==> src/shared/mbwr_pkg.sv <==
package mbwr_pkg;

   // ----------------------------------------------------------------
   // function codes and frame layout
   // ----------------------------------------------------------------
   localparam logic [7:0] MBWR_FC_SINGLE   = 8'h06;   // write one holding register
   localparam logic [7:0] MBWR_FC_MULTI    = 8'h10;   // write a run of holding registers
   localparam int         MBWR_SINGLE_LEN  = 8;       // id, fc, addr, value, crc
   localparam int         MBWR_MULTI_DATA  = 7;       // first value byte of a multi write
   localparam int         MBWR_CRC_LEN     = 2;       // crc trailer bytes
   localparam int         MBWR_RESP_CRC    = 6;       // reply crc position
   localparam int         MBWR_RESP_LAST   = 7;       // last reply byte index
   localparam int         MBWR_MAX_QTY     = 123;     // longest run that fits one frame
   localparam int         MBWR_STAGE_DEPTH = 128;     // staging words for a multi write
   localparam logic [15:0] MBWR_CRC_INIT   = 16'hFFFF;
   localparam logic [15:0] MBWR_CRC_POLY   = 16'hA001;

   // ----------------------------------------------------------------
   // register spaces and block map (register numbers as printed)
   // ----------------------------------------------------------------
   localparam int MBWR_IR_FIRST = 300001;
   localparam int MBWR_IR_LAST  = 365535;
   localparam int MBWR_HR_FIRST = 400001;
   localparam int MBWR_HR_LAST  = 465535;
   localparam int MBWR_FAC_IR_BASE = 300001;
   localparam int MBWR_FAC_IR_RSV  = 30;
   localparam int MBWR_FAC_HR_BASE = 404001;
   localparam int MBWR_FAC_HR_RSV  = 400;
   localparam int MBWR_FAC_MAX     = 1;
   localparam int MBWR_GAS_IR_BASE = 304901;
   localparam int MBWR_GAS_IR_RSV  = 430;
   localparam int MBWR_GAS_HR_BASE = 407511;
   localparam int MBWR_GAS_HR_RSV  = 140;
   localparam int MBWR_GAS_MAX     = 4;
   localparam int MBWR_SEQ_IR_BASE = 306621;
   localparam int MBWR_SEQ_IR_RSV  = 180;
   localparam int MBWR_SEQ_HR_BASE = 408071;
   localparam int MBWR_SEQ_HR_RSV  = 220;
   localparam int MBWR_SEQ_MAX     = 6;
   localparam int MBWR_AI_IR_BASE  = 310941;
   localparam int MBWR_AI_IR_RSV   = 70;
   localparam int MBWR_AI_HR_BASE  = 409751;
   localparam int MBWR_AI_HR_RSV   = 60;
   localparam int MBWR_AI_MAX      = 20;

   // ----------------------------------------------------------------
   // types
   // ----------------------------------------------------------------
   typedef enum logic [1:0] {
      MBWR_BLK_FACILITY = 2'h0,   // facility_block
      MBWR_BLK_GAS      = 2'h1,   // gas_transmitter_block
      MBWR_BLK_SEQ      = 2'h2,   // sequencer_block
      MBWR_BLK_AI       = 2'h3    // analog_input_block
   } mbwr_blk_t;

   typedef enum logic [2:0] {
      MBWR_ST_RX     = 3'h1,      // collecting a request
      MBWR_ST_COMMIT = 3'h2,      // draining staged values
      MBWR_ST_TX     = 3'h4       // sending the reply
   } mbwr_state_t;

   // ----------------------------------------------------------------
   // functions
   // ----------------------------------------------------------------
   // one byte of the reflected crc-16
   function automatic logic [15:0] mbwr_crc_step(input logic [15:0] c, input logic [7:0] b);
      logic [15:0] r;
      r = c ^ {8'h00, b};
      for (int i = 0; i < 8; i++) begin
         r = r[0] ? ((r >> 1) ^ MBWR_CRC_POLY) : (r >> 1);
      end
      return r;
   endfunction

   // base register number of one block instance
   function automatic int mbwr_base(input mbwr_blk_t b, input logic hold, input logic [4:0] inst);
      int n;
      n = int'(inst);
      case (b)
         MBWR_BLK_FACILITY: return hold ? MBWR_FAC_HR_BASE : MBWR_FAC_IR_BASE;
         MBWR_BLK_GAS:      return hold ? MBWR_GAS_HR_BASE + n * MBWR_GAS_HR_RSV
                                        : MBWR_GAS_IR_BASE + n * MBWR_GAS_IR_RSV;
         MBWR_BLK_SEQ:      return hold ? MBWR_SEQ_HR_BASE + n * MBWR_SEQ_HR_RSV
                                        : MBWR_SEQ_IR_BASE + n * MBWR_SEQ_IR_RSV;
         default:           return hold ? MBWR_AI_HR_BASE + n * MBWR_AI_HR_RSV
                                        : MBWR_AI_IR_BASE + n * MBWR_AI_IR_RSV;
      endcase
   endfunction

   // reserved registers per instance
   function automatic int mbwr_rsv(input mbwr_blk_t b, input logic hold);
      case (b)
         MBWR_BLK_FACILITY: return hold ? MBWR_FAC_HR_RSV : MBWR_FAC_IR_RSV;
         MBWR_BLK_GAS:      return hold ? MBWR_GAS_HR_RSV : MBWR_GAS_IR_RSV;
         MBWR_BLK_SEQ:      return hold ? MBWR_SEQ_HR_RSV : MBWR_SEQ_IR_RSV;
         default:           return hold ? MBWR_AI_HR_RSV  : MBWR_AI_IR_RSV;
      endcase
   endfunction

   // number of instances of a block type
   function automatic int mbwr_count(input mbwr_blk_t b);
      case (b)
         MBWR_BLK_FACILITY: return MBWR_FAC_MAX;
         MBWR_BLK_GAS:      return MBWR_GAS_MAX;
         MBWR_BLK_SEQ:      return MBWR_SEQ_MAX;
         default:           return MBWR_AI_MAX;
      endcase
   endfunction

endpackage

==> src/shared/mbwr_stage_if.sv <==
`timescale 1ns/1ns
// staging memory port between the parser and its word store
interface mbwr_stage_if #(parameter int AW = 7);
   logic          wr_en;     // store one word
   logic [AW-1:0] wr_addr;   // word slot
   logic [15:0]   wr_data;   // word value
   logic          rd_en;     // fetch one word
   logic [AW-1:0] rd_addr;   // word slot
   logic [15:0]   rd_data;   // registered word, one cycle after rd_en

   modport user (output wr_en, wr_addr, wr_data, rd_en, rd_addr, input rd_data);
   modport mem  (input wr_en, wr_addr, wr_data, rd_en, rd_addr, output rd_data);
endinterface

==> src/core/mbwr_write_map.sv <==
`timescale 1ns/1ns
module mbwr_write_map import mbwr_pkg::*; #(
   parameter int STAGE_DEPTH = MBWR_STAGE_DEPTH
) (
   // clock and reset
   input  wire logic        mclk,
   input  wire logic        reset_n,
   // configuration
   input  wire logic [7:0]  network_identifier,
   // request bytes from the framer
   input  wire logic        rx_valid,
   output logic             rx_ready,
   input  wire logic [7:0]  rx_data,
   input  wire logic        rx_eof,
   // reply bytes to the framer
   output logic             tx_valid,
   input  wire logic        tx_ready,
   output logic [7:0]       tx_data,
   // parameter writes into holding space
   output logic             par_wr_valid,
   output logic [15:0]      par_wr_addr,
   output logic [15:0]      par_wr_data,
   // native address lookup
   input  wire logic        map_req,
   input  wire mbwr_blk_t   map_blk,
   input  wire logic [4:0]  map_inst,
   input  wire logic [15:0] map_offset,
   input  wire logic        map_holding,
   output logic             map_valid,
   output logic [15:0]      map_addr,
   output logic             map_ok
);
   localparam int AW = $clog2(STAGE_DEPTH);

   // ----------------------------------------------------------------
   // declarations
   // ----------------------------------------------------------------
   mbwr_state_t st_q, st_d;      // control state
   logic [8:0]  cnt_q;           // bytes taken in this frame, saturating
   logic [7:0]  id_q;            // identifier byte
   logic [7:0]  fc_q;            // function code
   logic [15:0] addr_q;          // register or starting address
   logic [15:0] word_q;          // value (single) or quantity (multi)
   logic [7:0]  bcount_q;        // byte count of a multi write
   logic [7:0]  hi_q;            // high byte of a value in flight
   logic [15:0] crc_q;           // running crc of the request
   logic [15:0] k_q;             // next staged word to fetch
   logic [15:0] pk_q;            // word index of the fetch in flight
   logic        pend_q;          // staged word arrives this cycle
   logic [2:0]  tx_idx_q;        // reply byte index
   logic [15:0] crc_tx_q;        // running crc of the reply
   logic [7:0]  tx_data_q;       // current reply byte
   logic [15:0] par_addr_q;      // parameter write address
   logic [15:0] par_data_q;      // parameter write value
   logic        par_valid_q;     // parameter write strobe
   logic [15:0] map_addr_q;      // lookup result
   logic        map_ok_q;        // lookup hit a live instance within its reservation
   logic        map_valid_q;     // lookup answer strobe
   logic        take;            // a request byte is accepted
   logic        tx_fire;         // a reply byte is accepted
   logic        single_ok, multi_ok, accept;
   logic [15:0] crc_nx;          // reply crc including current byte
   logic [8:0]  widx;            // value word slot of this byte

   mbwr_stage_if #(.AW(AW)) stg ();

   mbwr_stage_ram #(.DEPTH(STAGE_DEPTH)) u_stage (
      .mclk (mclk),
      .stg  (stg.mem)
   );

   // ----------------------------------------------------------------
   // request checks
   // ----------------------------------------------------------------
   assign rx_ready = (st_q == MBWR_ST_RX) && !rx_eof;
   assign take     = rx_valid && rx_ready;
   assign widx     = (cnt_q - 9'(MBWR_MULTI_DATA + 1)) >> 1;

   // single: fixed length, address inside the holding span
   assign single_ok = (fc_q == MBWR_FC_SINGLE) && (cnt_q == 9'(MBWR_SINGLE_LEN))
                   && (addr_q <= 16'(MBWR_HR_LAST - MBWR_HR_FIRST));
   // multi: count equals value bytes and the length agrees with it
   assign multi_ok  = (fc_q == MBWR_FC_MULTI) && (word_q != 16'h0000)
                   && (word_q <= 16'(MBWR_MAX_QTY)) && (int'(word_q) <= STAGE_DEPTH)
                   && ({8'h00, bcount_q} == {word_q[14:0], 1'b0})
                   && (cnt_q == 9'(MBWR_MULTI_DATA + MBWR_CRC_LEN) + {1'b0, bcount_q})
                   && ({1'b0, addr_q} + {1'b0, word_q} - 17'h00001
                       <= 17'(MBWR_HR_LAST - MBWR_HR_FIRST));
   // a bad checksum or another station's identifier gets no answer
   assign accept    = (crc_q == 16'h0000) && (id_q == network_identifier)
                   && (single_ok || multi_ok);

   // ----------------------------------------------------------------
   // control state
   // ----------------------------------------------------------------
   always_comb begin
      st_d = st_q;
      case (st_q)
         MBWR_ST_RX: begin
            if (rx_eof && accept) begin
               st_d = single_ok ? MBWR_ST_TX : MBWR_ST_COMMIT;
            end
         end
         MBWR_ST_COMMIT: begin
            if (k_q == word_q - 16'h0001) begin
               st_d = MBWR_ST_TX;
            end
         end
         MBWR_ST_TX: begin
            if (tx_fire && tx_idx_q == 3'(MBWR_RESP_LAST)) begin
               st_d = MBWR_ST_RX;
            end
         end
         default: st_d = MBWR_ST_RX;
      endcase
   end

   always_ff @(posedge mclk or negedge reset_n) begin
      if (!reset_n) begin
         st_q <= MBWR_ST_RX;
      end else begin
         st_q <= st_d;
      end
   end

   // ----------------------------------------------------------------
   // request parser; the frame end discards or keeps what was seen
   // ----------------------------------------------------------------
   always_ff @(posedge mclk or negedge reset_n) begin
      if (!reset_n) begin
         cnt_q    <= 9'h000;
         id_q     <= 8'h00;
         fc_q     <= 8'h00;
         addr_q   <= 16'h0000;
         word_q   <= 16'h0000;
         bcount_q <= 8'h00;
         hi_q     <= 8'h00;
      end else if (st_q == MBWR_ST_RX && rx_eof) begin
         cnt_q <= 9'h000;                      // fields stay for the reply
      end else if (take) begin
         if (cnt_q != 9'h1FF) begin
            cnt_q <= cnt_q + 9'h001;           // saturate on runaway frames
         end
         case (cnt_q)
            9'h000:  id_q            <= rx_data;
            9'h001:  fc_q            <= rx_data;
            9'h002:  addr_q[15:8]    <= rx_data;
            9'h003:  addr_q[7:0]     <= rx_data;
            9'h004:  word_q[15:8]    <= rx_data;
            9'h005:  word_q[7:0]     <= rx_data;
            9'h006:  bcount_q        <= rx_data;
            default: hi_q            <= rx_data;
         endcase
      end
   end

   // value words land in staging as each low byte arrives
   assign stg.wr_en   = take && (cnt_q > 9'(MBWR_MULTI_DATA)) && !cnt_q[0]
                     && (int'(widx) < STAGE_DEPTH);
   assign stg.wr_addr = widx[AW-1:0];
   assign stg.wr_data = {hi_q, rx_data};

   // running crc; a clean frame with its trailer leaves zero behind
   always_ff @(posedge mclk or negedge reset_n) begin
      if (!reset_n) begin
         crc_q <= MBWR_CRC_INIT;
      end else if (st_q == MBWR_ST_RX && rx_eof) begin
         crc_q <= MBWR_CRC_INIT;
      end else if (take) begin
         crc_q <= mbwr_crc_step(crc_q, rx_data);
      end
   end

   // ----------------------------------------------------------------
   // commit: staged values go out only after the whole frame checked
   // ----------------------------------------------------------------
   always_ff @(posedge mclk or negedge reset_n) begin
      if (!reset_n) begin
         k_q    <= 16'h0000;
         pk_q   <= 16'h0000;
         pend_q <= 1'b0;
      end else begin
         pend_q <= stg.rd_en;
         pk_q   <= k_q;
         k_q    <= (st_q == MBWR_ST_COMMIT) ? k_q + 16'h0001 : 16'h0000;
      end
   end

   assign stg.rd_en   = (st_q == MBWR_ST_COMMIT);
   assign stg.rd_addr = k_q[AW-1:0];

   // only the holding space is written; input space has no write path
   always_ff @(posedge mclk or negedge reset_n) begin
      if (!reset_n) begin
         par_valid_q <= 1'b0;
         par_addr_q  <= 16'h0000;
         par_data_q  <= 16'h0000;
      end else if (st_q == MBWR_ST_RX && rx_eof && accept && single_ok) begin
         par_valid_q <= 1'b1;
         par_addr_q  <= addr_q;
         par_data_q  <= word_q;
      end else begin
         par_valid_q <= pend_q;
         par_addr_q  <= addr_q + pk_q;
         par_data_q  <= stg.rd_data;
      end
   end

   assign par_wr_valid = par_valid_q;
   assign par_wr_addr  = par_addr_q;
   assign par_wr_data  = par_data_q;

   // ----------------------------------------------------------------
   // reply: id, code, address, value or quantity, crc low then high
   // ----------------------------------------------------------------
   function automatic logic [7:0] resp_byte(input logic [2:0] i);
      case (i)
         3'h1:    return fc_q;
         3'h2:    return addr_q[15:8];
         3'h3:    return addr_q[7:0];
         3'h4:    return word_q[15:8];
         3'h5:    return word_q[7:0];
         default: return id_q;
      endcase
   endfunction

   assign tx_valid = (st_q == MBWR_ST_TX);
   assign tx_fire  = tx_valid && tx_ready;
   assign tx_data  = tx_data_q;
   assign crc_nx   = mbwr_crc_step(crc_tx_q, tx_data_q);

   always_ff @(posedge mclk or negedge reset_n) begin
      if (!reset_n) begin
         tx_idx_q  <= 3'h0;
         tx_data_q <= 8'h00;
         crc_tx_q  <= MBWR_CRC_INIT;
      end else if (st_q != MBWR_ST_TX && st_d == MBWR_ST_TX) begin
         tx_idx_q  <= 3'h0;
         tx_data_q <= id_q;
         crc_tx_q  <= MBWR_CRC_INIT;
      end else if (tx_fire) begin
         tx_idx_q <= tx_idx_q + 3'h1;
         if (tx_idx_q < 3'(MBWR_RESP_CRC)) begin
            crc_tx_q <= crc_nx;
         end
         if (tx_idx_q < 3'(MBWR_RESP_CRC - 1)) begin
            tx_data_q <= resp_byte(tx_idx_q + 3'h1);
         end else if (tx_idx_q == 3'(MBWR_RESP_CRC - 1)) begin
            tx_data_q <= crc_nx[7:0];
         end else begin
            tx_data_q <= crc_tx_q[15:8];
         end
      end
   end

   // ----------------------------------------------------------------
   // native address lookup: base of type and instance plus offset
   // ----------------------------------------------------------------
   always_ff @(posedge mclk or negedge reset_n) begin
      if (!reset_n) begin
         map_valid_q <= 1'b0;
         map_addr_q  <= 16'h0000;
         map_ok_q    <= 1'b0;
      end else begin
         map_valid_q <= map_req;
         if (map_req) begin
            map_addr_q <= 16'(mbwr_base(map_blk, map_holding, map_inst) + int'(map_offset)
                              - (map_holding ? MBWR_HR_FIRST : MBWR_IR_FIRST));
            // a missing instance or offset past the reservation drives map_ok low; map_addr is still computed
            map_ok_q   <= (int'(map_inst) < mbwr_count(map_blk))
                       && (int'(map_offset) < mbwr_rsv(map_blk, map_holding));
         end
      end
   end

   assign map_valid = map_valid_q;
   assign map_addr  = map_addr_q;
   assign map_ok    = map_ok_q;

   // ----------------------------------------------------------------
   // checks
   // ----------------------------------------------------------------
   logic [15:0] wr_cnt_q;        // parameter writes of the current frame
   always_ff @(posedge mclk or negedge reset_n) begin
      if (!reset_n) begin
         wr_cnt_q <= 16'h0000;
      end else if (st_q == MBWR_ST_RX && rx_eof) begin
         wr_cnt_q <= 16'h0000;
      end else if (par_valid_q) begin
         wr_cnt_q <= wr_cnt_q + 16'h0001;
      end
   end
endmodule // mbwr_write_map

==> src/core/mbwr_stage_ram.sv <==
`timescale 1ns/1ns
module mbwr_stage_ram #(
   parameter int DEPTH = 128
) (
   // clock
   input wire logic      mclk,
   // word port
   mbwr_stage_if.mem     stg
);
   logic [15:0] mem_q [DEPTH];   // staged register values, no reset needed

   // ----------------------------------------------------------------
   // write and registered read
   // ----------------------------------------------------------------
   always_ff @(posedge mclk) begin
      if (stg.wr_en) begin
         mem_q[stg.wr_addr] <= stg.wr_data;
      end
   end

   always_ff @(posedge mclk) begin
      if (stg.rd_en) begin
         stg.rd_data <= mem_q[stg.rd_addr];
      end
   end
endmodule // mbwr_stage_ram

==> config.mk <==
export PLATFORM = sky130hd
export DESIGN_NAME = mbwr_write_map
export DESIGN_NICKNAME = d
export VERILOG_FILES = /design/src/shared/mbwr_pkg.sv /design/src/shared/mbwr_stage_if.sv /design/src/core/mbwr_write_map.sv /design/src/core/mbwr_stage_ram.sv
export SDC_FILE = /design/constraint.sdc
export NUM_CORES = 2
export LEC_CHECK = 0
export ABC_AREA = 1
export BUFFER_PORTS_ARGS = -buffer_cell sky130_fd_sc_hd__buf_2
export CAP_MARGIN = 25
export CORE_AREA = 2 2 609 369
export DETAILED_ROUTE_END_ITERATION = 12
export DIE_AREA = 0 0 611 371
export GPL_TIMING_DRIVEN = 1
export PLACE_DENSITY_LB_ADDON = 0.12
export SLEW_MARGIN = 40
export SYNTH_ARGS = -nofsm -noshare
export SYNTH_HDL_FRONTEND = slang
export SYNTH_SLANG_ARGS = --single-unit
==> constraint.sdc <==
create_clock -name mclk -period 3.5 [get_ports mclk]
set_input_delay 0 -clock mclk [delete_from_list [all_inputs] [get_ports mclk]]
set_output_delay 0 -clock mclk [all_outputs]
set_load 0.01 [all_outputs]
==> flow_summary.json <==
{
  "status": "finished, violations left",
  "violations": "setup timing",
  "io_pins": 107,
  "critPathKind": "in2reg",
  "design_area_sq_mm": 0.117,
  "final_cells": 12300,
  "antenna_found_initial": 23,
  "route.detailed.drc": 0,
  "setup_tns_ns": -3.75,
  "synth_common_cells": "edfxtp_1 (2064), nor2_1 (1484), o21ai_0 (1300)",
  "grt_max_degree": 129,
  "wl_per_cell_um": 27.1,
  "post-route-util_pct": 52.8,
  "reg2reg_from": "k_q[1]",
  "hold_viol": 0,
  "path_clk_slew_ns": 0.06,
  "dieArea_sq_mm": 0.227,
  "dp_slack_ns": -1.84,
  "synth_fp_nets": 8844,
  "synth_top_area_share_pct": 62.5,
  "groute.usage.overall_pct": 29.0,
  "cts_tree": "done",
  "crit_slowest_cell": "fa_1",
  "max_stage_delay_ns": 0.58,
  "nNetsFinal": 9465,
  "hpwl_um": 215000,
  "cts_buffers": 217,
  "reg2reg_slack_ns": 0.12,
  "drive_above_1_share_pct": 15.4,
  "overflow": 0,
  "p_leak_nw": 42.3,
  "yosysTopAreaCell": "edfxtp_1",
  "fin_skew_ns": 0.0735,
  "clock.fmax_mhz": 249,
  "path_max_fanout": 6,
  "routed_wl_um": 334000,
  "ys_types": 63,
  "num_rows": 134,
  "cp-startpoint": "map_inst[4]",
  "drt_iter0_drc": 10700,
  "cp.arrival_ns": 4.77,
  "cts_root_buf": "clkbuf_16",
  "place.gp.congestion": 0.973,
  "postPlaceCellArea_sq_mm": 0.108,
  "drt_pass1_iterations": 6,
  "area_growth_pct": 17.7,
  "fin_ws_ns": -0.510,
  "clkSinkCount": 2267,
  "cts_htree_levels": 4,
  "hold_start": "map_req",
  "ant_nets": 0,
  "synthFlopType": "edfxtp_1",
  "synth_area_sq_mm": 0.0991,
  "syn_inst": 8596,
  "synth-edff-count": 2064,
  "avgSynthCellArea_sq_um": 11.5,
  "fin_crit_sh_pct": 115,
  "grt_pass1_wl_um": 480000,
  "cts_max_path_buffers": 4,
  "ir_worst_vdd_mv": 0.398,
  "drv_slew": 0,
  "setup_viol": 10,
  "core_area_sq_mm": 0.221,
  "required_ns": 4.25,
  "synth_area_leaders": "edfxtp_1 (63%), o21ai_0 (6.6%), nor2_1 (5.6%)",
  "viasPerCell": 5.91,
  "critPathLaunchType": "primary input",
  "synth-seq-cells": 2267,
  "yosys_warnings": 0,
  "rsz0062_at_grt": "yes",
  "clkLatencyLatePin_ns": 0.91,
  "synthArstFlopShare_pct": 8.95,
  "yosysMostFrequentCell": "edfxtp_1",
  "ys_seq_area_share_pct": 67.7,
  "place_inst": 11900,
  "portBuffers": 106,
  "slew_headroom_pct": 40.5,
  "first_global_vias": 66600,
  "tightest_slew_ns": 0.885,
  "crit_path_end_kind": "flop",
  "hold_path.class": "in2reg",
  "drv_cap": 0,
  "p_per_area_mw_per_mm2": 559,
  "finalCriticalPeriod_ns": 4.01,
  "num_vias": 72800,
  "initial_utilization_pct": 44.8,
  "die_w_um": 611,
  "fp.dieH_um": 371
}
## cells by family after synthesis
| group | after synthesis | share of synthesized area [%] |
|---|---|---|
| multiplexers | 2 | 0.0202 |
| buffers and inverters | 906 | 3.71 |
| AO/OA/AOI/OAI | 2228 | 13.1 |
| flip-flops | 2267 | 67.7 |
| adder cells (fa/ha/maj) | 202 | 2.74 |
| XOR/XNOR | 94 | 0.831 |
| AND/OR/NAND/NOR | 2897 | 11.9 |
## area by class of cell
class,instances,area [sq um]
multi-input combinational,5423,29300
antenna,3,7.51
clock buffer,265,5670
timing repair buffer,907,8120
clock inverter,114,1140
inverter,401,1540
fill,19100,104000
tap,2924,3660
sequential,2267,67100
## where the power goes
group / switching, mW / internal, mW
clock network: 10.4 / 13.1
registers: 0.783 / 31.4
logic: 6.11 / 3.42
total: 17.3 / 47.9
## sequential cells by signal, indices dropped and copies added (netlist names), 8 cells and up
name	count
addr_q	16
bcount_q	8
cnt_q	9
crc_q	16
crc_tx_q	16
fc_q	8
hi_q	8
id_q	8
k_q	16
map_addr	16
par_wr_addr	16
par_wr_data	16
pk_q	16
tx_data	8
u_stage.mem_q	2048
u_stage.stg.rd_data	16
word_q	16
## metrics by stage
stage	power, mW	hold slack, ns
detailed placement	41.2	0.0940
floorplan	36.7	-0.296
global placement	41.0	0.0917
CTS	65.0	0.000147
finish	65.2	0.0536
global route	67.4	0.0456
## per-layer routing
| metal | track usage (%) | part of all wire [%] |
|---|---|---|
| met5 | 0 | 0.013 |
| met2 | 37.1 | 38 |
| met4 | 4.70 | 1.5 |
| met3 | 8.93 | 13 |
| met1 | 47.5 | 47 |
## critical path, delay by kind of cell
kind,cells,cell delay [ns]
buf+inv,7,0.71
simple gates,10,1.05
compound gates,5,0.62
fa+ha+maj,6,2.38
## cell usage in the layout (no fill, tap or decap), drive strengths merged, types with 6 or more instances in the layout
cell / netlist / routed
clkbuf: 316 / 265
nand3: 301 / 301
nor4: 14 / 14
or2: 27 / 27
o211ai: 108 / 108
inv: 397 / 402
buf: 189 / 859
a211o: 9 / 9
nor3: 64 / 64
xnor2: 41 / 41
edfxtp: 2064 / 2064
clkinv: 4 / 84
nand2: 914 / 914
dfrtp: 170 / 170
a22oi: 8 / 8
clkinvlp: 0 / 7
o31ai: 16 / 16
o221ai: 244 / 244
dlygate4sd3: 0 / 48
nand4: 51 / 51
fa: 25 / 25
nand3b: 14 / 14
o22ai: 305 / 305
xor2: 53 / 53
bufinv: 0 / 22
o21bai: 8 / 8
a31oi: 22 / 22
dfstp: 33 / 33
a211oi: 6 / 6
a21o: 6 / 6
ha: 177 / 177
o21a: 8 / 8
nor2: 1502 / 1502
a21oi: 140 / 140
o21ai: 1328 / 1328
## repair_timing
action                                  CTS  global route
setup buffers                            13            12
setup endpoints to repair                11            17
pin swaps                                47            37
hold buffers                             49             0
endpoints found under the hold margin  1235             0
gates resized for setup                 142            79
gates cloned                              0             0
## final timing paths
check,endpoint,cells past startpoint
hold reg to reg,par_wr_valid,2
max in group asynchronous,par_wr_addr[5],4
setup / recovery,map_addr[14],28
hold / removal,map_addr[1],4
setup reg to reg,u_stage.stg.rd_data[9],11
min in group asynchronous,crc_tx_q[8],3
Note: power is estimated with default switching activity, not from simulation.
